===== config.mk =====
export PLATFORM = sky130hd
export DESIGN_NAME = keyboard_pointer_reporter
export DESIGN_NICKNAME = d
export VERILOG_FILES = /design/src/pkg/kpr_pkg.sv /design/src/logic/byte_sender.sv /design/src/logic/keyboard_pointer_reporter.sv
export SDC_FILE = /design/constraint.sdc
export NUM_CORES = 1
export LEC_CHECK = 0
export BUFFER_PORTS_ARGS = -buffer_cell sky130_fd_sc_hd__buf_2
export CAP_MARGIN = 20
export CORE_MARGIN = 2
export CORE_UTILIZATION = 65
export CTS_CLUSTER_DIAMETER = 150
export DETAILED_ROUTE_END_ITERATION = 8
export PLACE_DENSITY = 0.91
export SLEW_MARGIN = 15
export SYNTH_ARGS = -nofsm -noshare
export SYNTH_HDL_FRONTEND = slang
export SYNTH_HIERARCHICAL = 1
export SYNTH_SLANG_ARGS = --single-unit
export TNS_END_PERCENT = 30

===== constraint.sdc =====
create_clock -name pclk -period 14.9 [get_ports pclk]
set_input_delay 0.745 -clock pclk [delete_from_list [all_inputs] [get_ports pclk]]
set_output_delay 0.745 -clock pclk [all_outputs]
set_load 0.02 [all_outputs]

===== src/pkg/kpr_pkg.sv =====
// Constants and types for the keyboard pointer reporter
// What this block does
// - Release sends press code with MSB set
// - Repeat delay and interval, 10ms units
// - Held key resends last code each interval
// - ALT combos intercepted, only ALT forwarded
// - Held combo repeats at key repeat rate
// - Pot values stay inside 99 steps
// - ALT+UP decrements brightness pot value
// - ALT+DOWN increments; contrast works alike
// - Reset combo sets status, resets 100ms
// - Other non-button key codes go to host
// - Four pressure channels, two per axis
// - Baseline captured at init, deltas mean pressure
// - Axis motion from opposing sensor difference
// - Packet is FD, status, X, Y
// - Status byte bit layout as given
// - Magnitudes 0 to 7, overflow zero
// - Eight pressure levels per scan
// - Event flag cleared at init, buttons set it
// - Motion fills signs, magnitudes, event flag
// - Scan end sends packet on event or motion, clears flag
// - Scan period in 10ms units, kept
// - Host command bytes answered with FE first, operands not
`default_nettype none
package kpr_pkg;
    // Timing
    localparam int unsigned CLK_HZ = 25000000;
    localparam int unsigned TICK_MS = 10;
    localparam int unsigned TICK_CYCLES = CLK_HZ / 1000 * TICK_MS;
    localparam int unsigned RESET_MS = 100;
    localparam logic [7:0] RESET_TICKS = 8'(RESET_MS / TICK_MS);
    // Register map
    localparam logic [7:0] ADDR_CTRL = 8'h00;
    localparam logic [7:0] ADDR_STATUS = 8'h04;
    localparam int CTRL_DLY_LSB = 0;
    localparam int CTRL_INT_LSB = 8;
    localparam int CTRL_SCAN_LSB = 16;
    localparam int STAT_BRI_LSB = 0;
    localparam int STAT_CON_LSB = 8;
    localparam int STAT_URST_BIT = 16;
    localparam int STAT_CAL_BIT = 17;
    // Reset values
    localparam logic [7:0] DLY_RST = 8'h32;
    localparam logic [7:0] INT_RST = 8'h05;
    localparam logic [7:0] SCAN_RST = 8'h02;
    localparam logic [6:0] POT_MAX = 7'h62;
    localparam logic [6:0] POT_RST = 7'h31;
    // Link bytes
    localparam logic [7:0] PKT_HDR = 8'hFD;
    localparam logic [7:0] ACK_BYTE = 8'hFE;
    localparam logic [7:0] CMD_SET_DLY = 8'h30;
    localparam logic [7:0] CMD_SET_INT = 8'h31;
    localparam logic [7:0] CMD_SET_SCAN = 8'h32;
    // Status byte fields
    localparam int ST_YNEG = 5;
    localparam int ST_XNEG = 4;
    localparam int ST_EVT = 3;
    // Scanner key codes
    localparam logic [6:0] KC_ALT = 7'h38;
    localparam logic [6:0] KC_UP = 7'h48;
    localparam logic [6:0] KC_DOWN = 7'h50;
    localparam logic [6:0] KC_LEFT = 7'h4B;
    localparam logic [6:0] KC_RIGHT = 7'h4D;
    localparam logic [6:0] KC_ESC = 7'h01;
    localparam logic [6:0] KC_R = 7'h13;
    localparam logic [6:0] KC_BTN_L = 7'h3B;
    localparam logic [6:0] KC_BTN_R = 7'h3C;
    localparam logic [6:0] KC_BTN_M = 7'h3D;
    // Held-key slots
    localparam logic [3:0] H_ALT = 4'h0;
    localparam logic [3:0] H_UP = 4'h1;
    localparam logic [3:0] H_DOWN = 4'h2;
    localparam logic [3:0] H_LEFT = 4'h3;
    localparam logic [3:0] H_RIGHT = 4'h4;
    localparam logic [3:0] H_ESC = 4'h5;
    localparam logic [3:0] H_R = 4'h6;
    localparam logic [3:0] H_BL = 4'h7;
    localparam logic [3:0] H_BR = 4'h8;
    localparam logic [3:0] H_BM = 4'h9;
    localparam logic [3:0] H_NONE = 4'hF;
    localparam int NKEYS = 10;
    // Pressure quantiser
    localparam logic [11:0] DEAD_BAND = 12'h008;
    localparam int LEVEL_SHIFT = 3;
    typedef enum logic {HOST_CMD, HOST_ARG} host_state_t;
endpackage : kpr_pkg
`default_nettype wire


===== src/logic/byte_sender.sv =====
// Byte sequencer that plays up to four bytes onto the host link
`timescale 1ns/1ps
`default_nettype none
module byte_sender (
    input wire logic pclk,
    input wire logic presetn,
    input wire logic load,
    input wire logic [2:0] len,
    input wire logic [31:0] bytes,
    input wire logic tx_ready,
    output logic tx_valid,
    output logic [7:0] tx_data,
    output logic busy
);
    logic [31:0] sh_ff;
    logic [2:0] cnt_ff;

    // First byte sits in the top lane; shift on each accepted byte
    always_ff @(posedge pclk or negedge presetn) begin
        if (!presetn) begin
            sh_ff <= 32'h00000000;
            cnt_ff <= 3'h0;
        end else if (load && cnt_ff == 3'h0) begin
            sh_ff <= bytes;
            cnt_ff <= len;
        end else if (cnt_ff != 3'h0 && tx_ready) begin
            sh_ff <= {sh_ff[23:0], 8'h00};
            cnt_ff <= cnt_ff - 3'h1;
        end
    end

    assign tx_valid = cnt_ff != 3'h0;
    assign tx_data = sh_ff[31:24];
    assign busy = cnt_ff != 3'h0;
endmodule : byte_sender
`default_nettype wire


===== src/logic/keyboard_pointer_reporter.sv =====
// Keyboard and pressure-pad pointer reporter with APB registers
`timescale 1ns/1ps
`default_nettype none
module keyboard_pointer_reporter
    import kpr_pkg::*;
#(
    parameter int unsigned TICK_LEN = TICK_CYCLES
) (
    input wire logic pclk,
    input wire logic presetn,
    input wire logic psel,
    input wire logic penable,
    input wire logic pwrite,
    input wire logic [7:0] paddr,
    input wire logic [31:0] pwdata,
    output logic [31:0] prdata,
    output logic pready,
    output logic pslverr,
    input wire logic key_valid,
    input wire logic [6:0] key_code,
    input wire logic key_release,
    output logic key_ready,
    input wire logic adc_valid,
    input wire logic [9:0] adc_up,
    input wire logic [9:0] adc_down,
    input wire logic [9:0] adc_left,
    input wire logic [9:0] adc_right,
    input wire logic host_valid,
    input wire logic [7:0] host_data,
    output logic host_ready,
    output logic tx_valid,
    output logic [7:0] tx_data,
    input wire logic tx_ready,
    output logic [6:0] bright_pot,
    output logic [6:0] contrast_pot,
    output logic sys_reset_n,
    output logic user_reset
);
    // Maps a scanner code onto its held-key slot
    function automatic logic [3:0] key_idx(input logic [6:0] c);
        logic [3:0] r;
        r = H_NONE;
        if (c == KC_ALT) r = H_ALT;
        else if (c == KC_UP) r = H_UP;
        else if (c == KC_DOWN) r = H_DOWN;
        else if (c == KC_LEFT) r = H_LEFT;
        else if (c == KC_RIGHT) r = H_RIGHT;
        else if (c == KC_ESC) r = H_ESC;
        else if (c == KC_R) r = H_R;
        else if (c == KC_BTN_L) r = H_BL;
        else if (c == KC_BTN_R) r = H_BR;
        else if (c == KC_BTN_M) r = H_BM;
        return r;
    endfunction : key_idx

    // Axis difference to {moved, negative, level}
    function automatic logic [4:0] quant(input logic [11:0] d);
        logic [11:0] m;
        logic [11:0] lv;
        m = d[11] ? 12'(-d) : d;
        lv = 12'h000;
        if (m >= DEAD_BAND) lv = (m - DEAD_BAND) >> LEVEL_SHIFT;
        if (lv > 12'h007) lv = 12'h007;
        return {m >= DEAD_BAND, d[11], lv[2:0]};
    endfunction : quant

    logic [7:0] dly_ff, int_ff, scan_ff;
    logic [31:0] prdata_ff;
    logic [17:0] tick_cnt_ff;
    logic tick;
    logic [NKEYS-1:0] held_ff;
    logic [3:0] kidx;
    logic key_take, intercept, button, fwd;
    logic key_pend_ff, rep_pend_ff, ack_pend_ff, pkt_pend_ff;
    logic [7:0] key_byte_ff;
    logic [6:0] last_code_ff;
    logic last_held_ff;
    logic [7:0] rep_cnt_ff;
    logic rep_fire, combo_any, act_pend_ff;
    logic c_bup, c_bdn, c_cdn, c_cup, c_rst;
    logic [6:0] bri_ff, con_ff;
    logic user_reset_ff, sys_reset_n_ff;
    logic [7:0] rst_cnt_ff;
    logic evt_ff;
    logic [7:0] scan_cnt_ff;
    logic scan_p;
    logic [9:0] adc_arr [4];
    logic [9:0] rd_ff [4];
    logic [9:0] base_ff [4];
    logic [11:0] delta [4];
    logic cal_done_ff;
    logic [4:0] xq, yq;
    logic [7:0] pkt_stat_ff;
    logic [2:0] pkt_x_ff, pkt_y_ff;
    logic sel_ack, sel_key, sel_rep, sel_pkt, snd_busy;
    logic [2:0] snd_len;
    logic [31:0] snd_bytes;
    host_state_t hst_ff;
    logic [7:0] hcmd_ff;
    logic host_take, apb_wr;

    // Zero-wait slave: data latched in setup, error on unmapped
    assign pready = 1'b1;
    assign pslverr = psel && penable &&
        !(paddr == ADDR_CTRL || paddr == ADDR_STATUS);
    assign prdata = prdata_ff;
    assign apb_wr = psel && penable && pwrite && paddr == ADDR_CTRL;

    always_ff @(posedge pclk or negedge presetn) begin
        if (!presetn) begin
            prdata_ff <= 32'h00000000;
        end else if (psel && !penable) begin
            if (paddr == ADDR_CTRL) begin
                prdata_ff <= {8'h00, scan_ff, int_ff, dly_ff};
            end else if (paddr == ADDR_STATUS) begin
                prdata_ff <= {14'h0000, cal_done_ff, user_reset_ff,
                    1'b0, con_ff, 1'b0, bri_ff};
            end else begin
                prdata_ff <= 32'h00000000;
            end
        end
    end

    always_ff @(posedge pclk or negedge presetn) begin
        if (!presetn) begin
            dly_ff <= DLY_RST;
            int_ff <= INT_RST;
            scan_ff <= SCAN_RST;
        end else if (apb_wr) begin
            dly_ff <= pwdata[CTRL_DLY_LSB +: 8];
            int_ff <= pwdata[CTRL_INT_LSB +: 8];
            scan_ff <= pwdata[CTRL_SCAN_LSB +: 8];
        end else if (host_take && hst_ff == HOST_ARG) begin
            if (hcmd_ff == CMD_SET_DLY) dly_ff <= host_data;
            else if (hcmd_ff == CMD_SET_INT) int_ff <= host_data;
            else scan_ff <= host_data;
        end
    end

    // Host request parser; operand bytes follow set commands
    assign host_ready = !ack_pend_ff;
    assign host_take = host_valid && host_ready;
    always_ff @(posedge pclk or negedge presetn) begin
        if (!presetn) begin
            hst_ff <= HOST_CMD;
            hcmd_ff <= 8'h00;
        end else if (host_take) begin
            case (hst_ff)
                HOST_CMD: begin
                    hcmd_ff <= host_data;
                    if (host_data == CMD_SET_DLY ||
                        host_data == CMD_SET_INT ||
                        host_data == CMD_SET_SCAN) hst_ff <= HOST_ARG;
                end
                default: hst_ff <= HOST_CMD;
            endcase
        end
    end

    // 10ms time base shared by repeat, scan and reset pulse
    assign tick = tick_cnt_ff == 18'(TICK_LEN - 1);
    always_ff @(posedge pclk or negedge presetn) begin
        if (!presetn) tick_cnt_ff <= 18'h00000;
        else if (tick) tick_cnt_ff <= 18'h00000;
        else tick_cnt_ff <= tick_cnt_ff + 18'h00001;
    end

    // Key classification
    assign key_ready = !key_pend_ff;
    assign key_take = key_valid && key_ready;
    assign kidx = key_idx(key_code);
    assign intercept = key_take && held_ff[H_ALT] &&
        kidx >= H_UP && kidx <= H_R;
    assign button = key_take && kidx >= H_BL && kidx <= H_BM;
    assign fwd = key_take && !intercept && !button;

    always_ff @(posedge pclk or negedge presetn) begin
        if (!presetn) held_ff <= '0;
        else if (key_take && kidx != H_NONE) held_ff[kidx] <= !key_release;
    end

    always_ff @(posedge pclk or negedge presetn) begin
        if (!presetn) begin
            key_byte_ff <= 8'h00;
            last_code_ff <= 7'h00;
            last_held_ff <= 1'b0;
        end else if (fwd) begin
            key_byte_ff <= {key_release, key_code};
            if (!key_release) begin
                last_code_ff <= key_code;
                last_held_ff <= 1'b1;
            end else if (key_code == last_code_ff) begin
                last_held_ff <= 1'b0;
            end
        end else if (key_take && !key_release) begin
            last_held_ff <= 1'b0; // Swallowed press is the newest key
        end
    end

    assign c_bup = held_ff[H_ALT] && held_ff[H_UP];
    assign c_bdn = held_ff[H_ALT] && held_ff[H_DOWN];
    assign c_cdn = held_ff[H_ALT] && held_ff[H_LEFT];
    assign c_cup = held_ff[H_ALT] && held_ff[H_RIGHT];
    assign c_rst = held_ff[H_ALT] && held_ff[H_ESC] && held_ff[H_R];
    assign combo_any = c_bup || c_bdn || c_cdn || c_cup || c_rst;

    // repeat timer: delay first, then interval
    assign rep_fire = tick && rep_cnt_ff <= 8'h01 &&
        (combo_any || last_held_ff);
    always_ff @(posedge pclk or negedge presetn) begin
        if (!presetn) rep_cnt_ff <= 8'h00;
        else if (key_take && !key_release) rep_cnt_ff <= dly_ff;
        else if (rep_fire) rep_cnt_ff <= int_ff;
        else if (tick && rep_cnt_ff > 8'h01) rep_cnt_ff <= rep_cnt_ff - 8'h01;
    end

    // combos act on press and on every repeat
    always_ff @(posedge pclk or negedge presetn) begin
        if (!presetn) act_pend_ff <= 1'b0;
        else act_pend_ff <= (intercept && !key_release) ||
            (rep_fire && combo_any);
    end

    always_ff @(posedge pclk or negedge presetn) begin
        if (!presetn) begin
            bri_ff <= POT_RST;
            con_ff <= POT_RST;
        end else if (act_pend_ff) begin
            if (c_bup && bri_ff != 7'h00) bri_ff <= bri_ff - 7'h01;
            else if (c_bdn && bri_ff < POT_MAX) bri_ff <= bri_ff + 7'h01;
            if (c_cdn && con_ff != 7'h00) con_ff <= con_ff - 7'h01;
            else if (c_cup && con_ff < POT_MAX) con_ff <= con_ff + 7'h01;
        end
    end
    assign bright_pot = bri_ff;
    assign contrast_pot = con_ff;

    // user reset flag and timed reset pulse
    always_ff @(posedge pclk or negedge presetn) begin
        if (!presetn) begin
            user_reset_ff <= 1'b0;
            sys_reset_n_ff <= 1'b1;
            rst_cnt_ff <= 8'h00;
        end else if (act_pend_ff && c_rst) begin
            user_reset_ff <= 1'b1;
            sys_reset_n_ff <= 1'b0;
            rst_cnt_ff <= RESET_TICKS;
        end else if (tick && rst_cnt_ff != 8'h00) begin
            rst_cnt_ff <= rst_cnt_ff - 8'h01;
            sys_reset_n_ff <= rst_cnt_ff == 8'h01;
        end
    end
    assign sys_reset_n = sys_reset_n_ff;
    assign user_reset = user_reset_ff;

    // four channels; baselines caught on first sample
    assign adc_arr[0] = adc_up;
    assign adc_arr[1] = adc_down;
    assign adc_arr[2] = adc_left;
    assign adc_arr[3] = adc_right;
    for (genvar g = 0; g < 4; g++) begin : g_chan
        always_ff @(posedge pclk or negedge presetn) begin
            if (!presetn) begin
                rd_ff[g] <= 10'h000;
                base_ff[g] <= 10'h000;
            end else if (adc_valid) begin
                rd_ff[g] <= adc_arr[g];
                if (!cal_done_ff) base_ff[g] <= adc_arr[g];
            end
        end
        assign delta[g] = {2'b00, rd_ff[g]} - {2'b00, base_ff[g]};
    end
    always_ff @(posedge pclk or negedge presetn) begin
        if (!presetn) cal_done_ff <= 1'b0;
        else if (adc_valid) cal_done_ff <= 1'b1;
    end

    assign xq = quant(delta[3] - delta[2]);
    assign yq = quant(delta[0] - delta[1]);

    // Scan pacing in ticks; zero period scans on every tick
    assign scan_p = tick && cal_done_ff && scan_cnt_ff + 8'h01 >= scan_ff;
    always_ff @(posedge pclk or negedge presetn) begin
        if (!presetn) scan_cnt_ff <= 8'h00;
        else if (scan_p) scan_cnt_ff <= 8'h00;
        else if (tick) scan_cnt_ff <= scan_cnt_ff + 8'h01;
    end

    // event flag: clear at init, buttons set it; set wins
    always_ff @(posedge pclk or negedge presetn) begin
        if (!presetn) evt_ff <= 1'b0;
        else if (button) evt_ff <= 1'b1;
        else if (scan_p) evt_ff <= 1'b0;
    end

    // motion fills status; packet queued at scan end
    always_ff @(posedge pclk or negedge presetn) begin
        if (!presetn) begin
            pkt_pend_ff <= 1'b0;
            pkt_stat_ff <= 8'h00;
            pkt_x_ff <= 3'h0;
            pkt_y_ff <= 3'h0;
        end else if (scan_p && (evt_ff || xq[4] || yq[4])) begin
            pkt_pend_ff <= 1'b1;
            pkt_stat_ff <= {2'b00, yq[4] && yq[3], xq[4] && xq[3],
                1'b1, held_ff[H_BM], held_ff[H_BR], held_ff[H_BL]};
            pkt_x_ff <= xq[4] ? xq[2:0] : 3'h0;
            pkt_y_ff <= yq[4] ? yq[2:0] : 3'h0;
        end else if (sel_pkt) begin
            pkt_pend_ff <= 1'b0;
        end
    end

    // acknowledge ahead of all other traffic
    assign sel_ack = !snd_busy && ack_pend_ff;
    assign sel_key = !snd_busy && !ack_pend_ff && key_pend_ff;
    assign sel_rep = !snd_busy && !ack_pend_ff && !key_pend_ff &&
        rep_pend_ff;
    assign sel_pkt = !snd_busy && !ack_pend_ff && !key_pend_ff &&
        !rep_pend_ff && pkt_pend_ff;

    // Pending sends; a new set beats the clear
    always_ff @(posedge pclk or negedge presetn) begin
        if (!presetn) begin
            ack_pend_ff <= 1'b0;
            key_pend_ff <= 1'b0;
            rep_pend_ff <= 1'b0;
        end else begin
            ack_pend_ff <= (host_take && hst_ff == HOST_CMD) ||
                (ack_pend_ff && !sel_ack);
            key_pend_ff <= fwd || (key_pend_ff && !sel_key);
            rep_pend_ff <= (rep_fire && !combo_any) ||
                (rep_pend_ff && !sel_rep);
        end
    end

    always_comb begin
        snd_len = 3'h0;
        snd_bytes = 32'h00000000;
        if (sel_ack) begin
            snd_len = 3'h1;
            snd_bytes = {ACK_BYTE, 24'h000000};
        end else if (sel_key) begin
            snd_len = 3'h1;
            snd_bytes = {key_byte_ff, 24'h000000};
        end else if (sel_rep) begin
            snd_len = 3'h1;
            snd_bytes = {1'b0, last_code_ff, 24'h000000};
        end else if (sel_pkt) begin
            snd_len = 3'h4;
            snd_bytes = {PKT_HDR, pkt_stat_ff, 5'h00, pkt_x_ff,
                5'h00, pkt_y_ff};
        end
    end

    byte_sender i_byte_sender (
        .pclk(pclk),
        .presetn(presetn),
        .load(snd_len != 3'h0),
        .len(snd_len),
        .bytes(snd_bytes),
        .tx_ready(tx_ready),
        .tx_valid(tx_valid),
        .tx_data(tx_data),
        .busy(snd_busy)
    );
endmodule : keyboard_pointer_reporter
`default_nettype wire


==> out/summary.txt, run 1 <==
hold slack: 232 ps
die area: 26600 um^2
MaxCap Viol Count: 0
die height: 163 um
global route hottest layer: met2
postcts setup bufs: 0
GR Layer Usage met2: 53.0%
cell count after synthesis: 1701
area grow syn2layout: 12.4%
final worst slack: 8750 ps
Die Span X: 163 um
worst r2r dst: pkt_stat_ff[2]
flop2flop setup slack: 8750 ps
reg2reg start: rd_ff[10]
post-synthesis sequential area ratio: 41.9%
synthesized flop and latch total: 275
DR vias/cell: 6.23
Hold WC Path Type: in -> async
Worst slew margin: 29.0%
final hold violation count: 0
vias in the first global route: 13655
critical path capture point type: flop
H-tree Lvls: 1
Bufs on Longest Clock Path: 3
setup TNS: 0 ps
Syn. warnings: 6
async set-or-reset flop fraction in the synthesized netlist: 100%
leakage power total: 8.64 nW
R2R depth: 24
worst slack at placement: 9030 ps
Critical Path Start Type: flop
synthesized cell area: 16500 um^2
Post-Layout Cell Count: 2185
layout cell share with drive strength beyond 1: 17.4%
Core ar.: 25000 um^2
Synth top cells by count: dfrtp_1, nand2_1, o21ai_0
number of slew-limit violations in the final report: 0
post_cts resized: 0
DR vias: 13605
outcome: finished, final reports clean
DRT iter0 DRCs: 1295
final period utilization: 41.3%
fmax: 163 MHz
Synth cell types: 87
GPL Wtd Cong: 0.879
Layout fillers: 1576
number of nets still failing antenna checks after routing: 0
Top FF cell, synth: dfrtp_1
crit-path max FO: 13
CTS Buf Count: 30
Worst-Skew Late Latency: 570 ps
clock edge transition at the registers on the reported setup and hold paths: 60 ps
EDFF count, synth: 0
# IOs: 166
CP Data Arrival Time: 6590 ps
endpoints failing setup: 0
largest net degree at the start of global routing: 122
top cells by area, synth: dfrtp_1, ha_1, mux2_2
post-detail-place hpwl: 26.5 mm
count leader, synth: dfrtp_1
drt first pass iters: 6
Clock Sinks: 275
cts hold-fix bufs: 0
first-pass GRT wire length: 65.3 mm
initial antenna violation count: 0
Routed WL per cell: 18.1 um
pwr dens: 179 nW/um^2
syn_area_per_cell: 9.69 um^2
area share of the largest cell type after synthesis: 39.8%
post-layout min period: 6150 ps
ant diodes: 0
total power: 3.31 mW
I/O Buffers: 148
dpl cells: 2129
Routed WL: 39.6 mm
post-synth top area cell: dfrtp_1
grt met3 use: 4.01%
worst IR drop on VDD: 0.138 mV
Slew @ Worst Pin: 1060 ps
# DRC: 0
nets: 2038
Critical Path RT: 15340 ps
GR Util met1: 36.5%
CTS root buf: clkbuf_16
# rows: 58
total grt overflow: 0
crit path kind: reg -> reg
Initial Util: 65.8%
CTS tree: yes
clock skew: 19.2 ps
Multi-input gate area: 8850 um^2
GRT Util Overall: 29.7%
RSZ-0062 raised after global routing: false
Storage cell area: 6900 um^2
## stage by stage
stage / util (%) / area, um^2
5_1_grt: 74.0 / 18500
6_report: 74.0 / 18500
4_1_cts: 73.9 / 18500
3_5_place_dp: 69.4 / 17400
3_3_place_gp: 69.4 / 17400
2_1_floorplan: - / 16500
## sequential cells by signal (all words and copies together), names as in the netlist, 3 cells and up
signal                flops
base_ff                  40
last_code_ff              7
prdata                   24
tick_cnt_ff              18
pkt_y_ff                  3
i_byte_sender/sh_ff      32
key_byte_ff               8
contrast_pot              7
rep_cnt_ff                8
pkt_stat_ff               6
bright_pot                7
scan_cnt_ff               8
i_byte_sender/cnt_ff      3
rst_cnt_ff                8
dly_ff                    8
held_ff                  10
hcmd_ff                   8
scan_ff                   8
rd_ff                    40
pkt_x_ff                  3
int_ff                    8
## critical path, stage by stage, from the launching register on
cell,delay [ps]
dfrtp_1,370
inv_1,80
ha_1,180
inv_1,60
fa_1,420
a21o_1,210
a21oi_1,220
o21ai_0,150
and2_1,210
o21ai_0,260
nand2b_1,100
a21oi_1,270
nor2b_1,80
o21ai_0,190
nand2b_1,80
ha_1,310
inv_1,80
nand2_1,90
a21boi_0,490
nor2_1,240
a211oi_1,410
a2bb2oi_1,260
nand3b_1,190
o311ai_4,650
mux2_2,420
## logic make-up after synthesis
family	after synthesis	synth area share (%)
AO/OA/AOI/OAI	405	16.7
XOR/XNOR	100	5.36
adder cells (fa/ha/maj)	101	8.04
buffers and inverters	187	5.00
flip-flops	275	41.9
multiplexers	113	7.37
other	2	0.0456
AND/OR/NAND/NOR	518	15.6
## worst max path at each step
stage	endpoint	slack, ps	cells after the start	from
2_1_floorplan	pkt_y_ff[1]	9990	27	rd_ff[20]
3_3_place_gp	pkt_stat_ff[0]	9320	24	rd_ff[10]
3_5_place_dp	pkt_stat_ff[2]	9030	24	rd_ff[10]
4_1_cts	pkt_stat_ff[2]	8910	24	rd_ff[10]
5_1_grt	pkt_stat_ff[2]	8410	24	rd_ff[10]
6_report	pkt_stat_ff[2]	8750	24	rd_ff[10]
## routing by layer
| layer | wire [um] | vias up | share of wire (%) |
|---|---|---|---|
| met5 | 0 | - | 0 |
| met4 | 1390 | 0 | 3.5 |
| met3 | 2200 | 123 | 5.5 |
| met2 | 20000 | 493 | 51 |
| met1 | 16000 | 6723 | 40 |
| li1 | - | 6266 | - |
## area by class of cell
class,instances,area share [%]
flip-flops and latches,275,37.2
clock buffers,36,4.39
inverters,108,2.19
multi-input cells,1259,47.8
repair buffers,158,4.57
well taps,330,2.23
clock inverters,19,1.63
## cell usage in the layout, fill, tap and decap left out, types with 26 or more instances in the layout
cell type,n
dfrtp_1,262
inv_1,105
nor3_1,32
a21oi_1,59
ha_1,93
mux2i_1,46
a21o_1,33
xor2_1,36
buf_2,147
o221a_1,26
o21ai_0,148
nor2_1,77
nand3_1,33
or3_1,34
nand2b_1,31
xnor2_1,63
mux2_2,67
nand2_1,186
clkbuf_16,30
## power breakdown
part	total, mW	switching [mW]	internal (mW)	leakage (nW)
combinational	1.54	0.890	0.655	4.64
clock	0.828	0.317	0.511	0.532
sequential	0.939	0.0812	0.858	3.46
total	3.31	1.29	2.02	8.64
Note: power is estimated with default switching activity, not from simulation.
==> run 2: changes to the inputs <==
ABC_AREA = 1   (was default)
CORE_UTILIZATION = 55   (was 65)
PLACE_DENSITY = 0.82   (was 0.91)
clock period = 5.65 ns   (was 14.9 ns; I/O delays follow)
==> run 2 against run 1 <==
Net effect: wire length is 2.4% higher; first-iteration DRC count is 12% lower; register-to-register slack worse by 7700 ps; non-clock buffer count is 41 higher; area after synthesis is 5.1% higher; clock skew hardly changed; highest routed layer unchanged; global-route usage is 5.1 points lower; combinational power is 66% higher; critical path depth is 6 higher; setup slack worse by 7700 ps.
==> out/summary.txt, run 2 <==
outcome: finished, final reports clean
CP peak stage delay: 390 ps (-260 ps)
die height: 181 um (+11%)
synthesized flop and latch total: 275 (unchanged)
Syn. warnings: 6 (unchanged)
pwr dens: 354 nW/um^2 (+98%)
Synth cell types: 63 (-28%)
drt first pass iters: 6 (unchanged)
crit-path max FO: 16 (+3)
count leader, synth: nand2_1
Worst-Skew Late Latency: 560 ps (about the same)
Die Span X: 181 um (+11%)
post-layout min period: 4640 ps (-1510 ps)
MaxCap Viol Count: 0 (unchanged)
die area: 32900 um^2 (+24%)
Storage cell area: 6900 um^2 (unchanged)
# IOs: 166 (unchanged)
Worst Hold Path Cells: 3
EDFF count, synth: 0 (unchanged)
# DRC: 0 (unchanged)
final period utilization: 82.1% (+41 points)
Synth top cells by count: nand2_1, inv_1, dfrtp_1
Bufs on Longest Clock Path: 3 (unchanged)
Clock Sinks: 275 (unchanged)
clock skew: 19.3 ps (+0.0347 ps)
GRT Util Overall: 24.6% (-5.1 points)
async set-or-reset flop fraction in the synthesized netlist: 100% (unchanged)
Int Pwr: 4.32 mW (+110%)
critical path capture point type: flop
sw frac: 38.2% (-0.72 points)
I/O Buffers: 148 (unchanged)
Worst slew margin: 32.0% (+3.0 points)
top cells by area, synth: dfrtp_1, nand2_1, inv_1
GPL Wtd Cong: 0.915 (+4.1%)
Critical Path RT: 6110 ps (-9230 ps)
final hold violation count: 0 (unchanged)
cell area after placement: 18200 um^2 (+4.9%)
top flop regs: base_ff x40, rd_ff x40, i_byte_sender/sh_ff x32
flop2flop setup slack: 1010 ps (-7740 ps)
leakage power total: 10.3 nW (+20%)
most common cell after layout, fill and taps aside: nand2_1
Hold WC Path Type: in -> reg
final instance area: 19700 um^2 (+6.6%)
Critical Path Start Type: flop
CP Launch Point: rd_ff[2]
nets: 2658 (+30%)
CTS root buf: clkbuf_16
RSZ-0062 raised after global routing: false
fmax: 216 MHz (+33%)
total grt overflow: 0 (unchanged)
Top FF cell, synth: dfrtp_1
largest net degree at the start of global routing: 160 (+31%)
worst IR drop on VDD: 0.285 mV (+110%)
vias in the first global route: 15010 (+9.9%)
hold slack: 16.6 ps (-216 ps)
endpoints failing setup: 0 (unchanged)
area grow syn2layout: 14.0%
Switch Pwr: 2.67 mW (+110%)
worst r2r dst: pkt_x_ff[0]
Layout fillers: 2632 (+67%)
sequential share of power: 33.9% (+5.5 points)
post-synth top area cell: dfrtp_1
DRT iter0 DRCs: 1141 (-12%)
Routed WL per cell: 14.1 um (-22%)
CTS tree: yes
ant diodes: 0 (unchanged)
DR vias: 15439 (+13%)
postcts setup bufs: 0 (unchanged)
Slowest-stage cell, CP: dfrtp_1
most frequent CP cell: nand2_1
total power: 6.99 mW (+110%)
DR vias/cell: 5.38 (-14%)
most frequent cells in the layout: nand2_1, inv_1, dfrtp_1, nand3_1, o21ai_0
R2R depth: 30 (+25%)
synthesized cell area: 17300 um^2 (+5.1%)
Hold Path End: rd_ff[4]
H-tree Lvls: 1 (unchanged)
post-detail-place hpwl: 28.8 mm (+8.6%)
Slew @ Worst Pin: 1020 ps (-42.9 ps)
Initial Util: 56.2% (-9.6 points)
initial antenna violation count: 0 (unchanged)
cell count after synthesis: 2276 (+34%)
CP Data Arrival Time: 5100 ps (-1490 ps)
number of slew-limit violations in the final report: 0 (unchanged)
Routed WL: 40.5 mm (+2.4%)
layout cell share with drive strength beyond 1: 11.6% (-5.7 points)
# rows: 64 (+10%)
clock power share: 29.5% (+4.5 points)
first-pass GRT wire length: 68.9 mm (+5.5%)
Comb power frac: 36.6% (-10 points)
Multi-input gate area: 8680 um^2 (-1.9%)
number of nets still failing antenna checks after routing: 0 (unchanged)
Core ar.: 30800 um^2 (+23%)
post-synthesis sequential area ratio: 39.8% (-2.0 points)
syn_area_per_cell: 7.61 um^2 (-21%)
HP Start: adc_right[4]
area share of the largest cell type after synthesis: 37.9% (-1.9 points)
crit path kind: reg -> reg
clock edge transition at the registers on the reported setup and hold paths: 60 ps (about the same)
CTS Buf Count: 30 (unchanged)
reg2reg start: rd_ff[2]
setup TNS: 0 ps (unchanged)
==> run 2: worst max-delay path by stage <==
| stage | endpoint | depth (start not counted) |
|---|---|---|
| after floorplan | pkt_x_ff[2] | 33 |
| after detailed placement | pkt_y_ff[2] | 32 |
| after CTS | pkt_x_ff[0] | 33 |
| after global routing | pkt_stat_ff[0] | 29 |
| final | pkt_x_ff[0] | 30 |
| after global placement | pkt_y_ff[2] | 32 |
==> run 2: layer usage <==
layer / global-route usage, % / up-vias / share of wire [%]
met5: 0 / - / 0
met4: 7.61 / 0 / 2.8
met3: 3.57 / 93 / 4.9
met2: 42.0 / 399 / 48
met1: 32.5 / 7249 / 44
li1: - / 7698 / -
==> run 2: area by class of cell <==
cell class / count / area share, %
multi-input combinational: 1585 / 44.0
sequential: 275 / 34.9
inverter: 361 / 6.88
timing repair buffer: 199 / 6.39
clock buffer: 39 / 4.34
tap: 396 / 2.51
clock inverter: 17 / 0.989
==> run 2: power groups by stage <==
stage	clock network (mW)	logic, mW	registers (mW)
2_1_floorplan	0	2.03	2.37
3_3_place_gp	0	2.43	2.39
3_5_place_dp	0	2.50	2.40
4_1_cts	2.09	2.54	2.36
5_1_grt	2.18	2.91	2.40
6_report	2.06	2.56	2.37
==> run 2: cells by family (layout without fill, tap and decap cells) <==
group / count (synthesis) / after routing / synth area share, %
AOI/OAI and AO/OA: 345 / 345 / 11.7
xor gates and xnor gates: 68 / 68 / 3.44
adders and majority gates: 101 / 101 / 7.65
buffers and inverters: 436 / 616 / 10.5
DFF: 275 / 275 / 39.8
muxes: 6 / 6 / 0.376
other: 2 / 22 / 0.0434
and+or+nand+nor: 1043 / 1043 / 26.5
==> run 2: through the flow <==
step / util (%) / cells / setup slack [ps]
after floorplan: - / 2296 / 1720
after global placement: 59.1 / 2770 / 1190
after detailed placement: 59.1 / 2770 / 1100
after CTS: 64.0 / 2871 / 1030
after global routing: 64.0 / 2872 / 534
final: 64.0 / 2872 / 1010
==> run 2: worst max-delay path: cells and delay by family (launching register included) <==
| family | cells | cell delay [ps] |
|---|---|---|
| fa+ha+maj | 3 | 940 |
| compound gates | 5 | 1060 |
| flops | 1 | 390 |
| simple gates | 19 | 1870 |
| xor+xnor | 1 | 160 |
| buf+inv | 2 | 130 |
==> run 2: what timing repair did <==
item	in CTS	in global routing
hold buffers	45	1
gates resized for setup	0	0
endpoints found under the hold margin	183	1
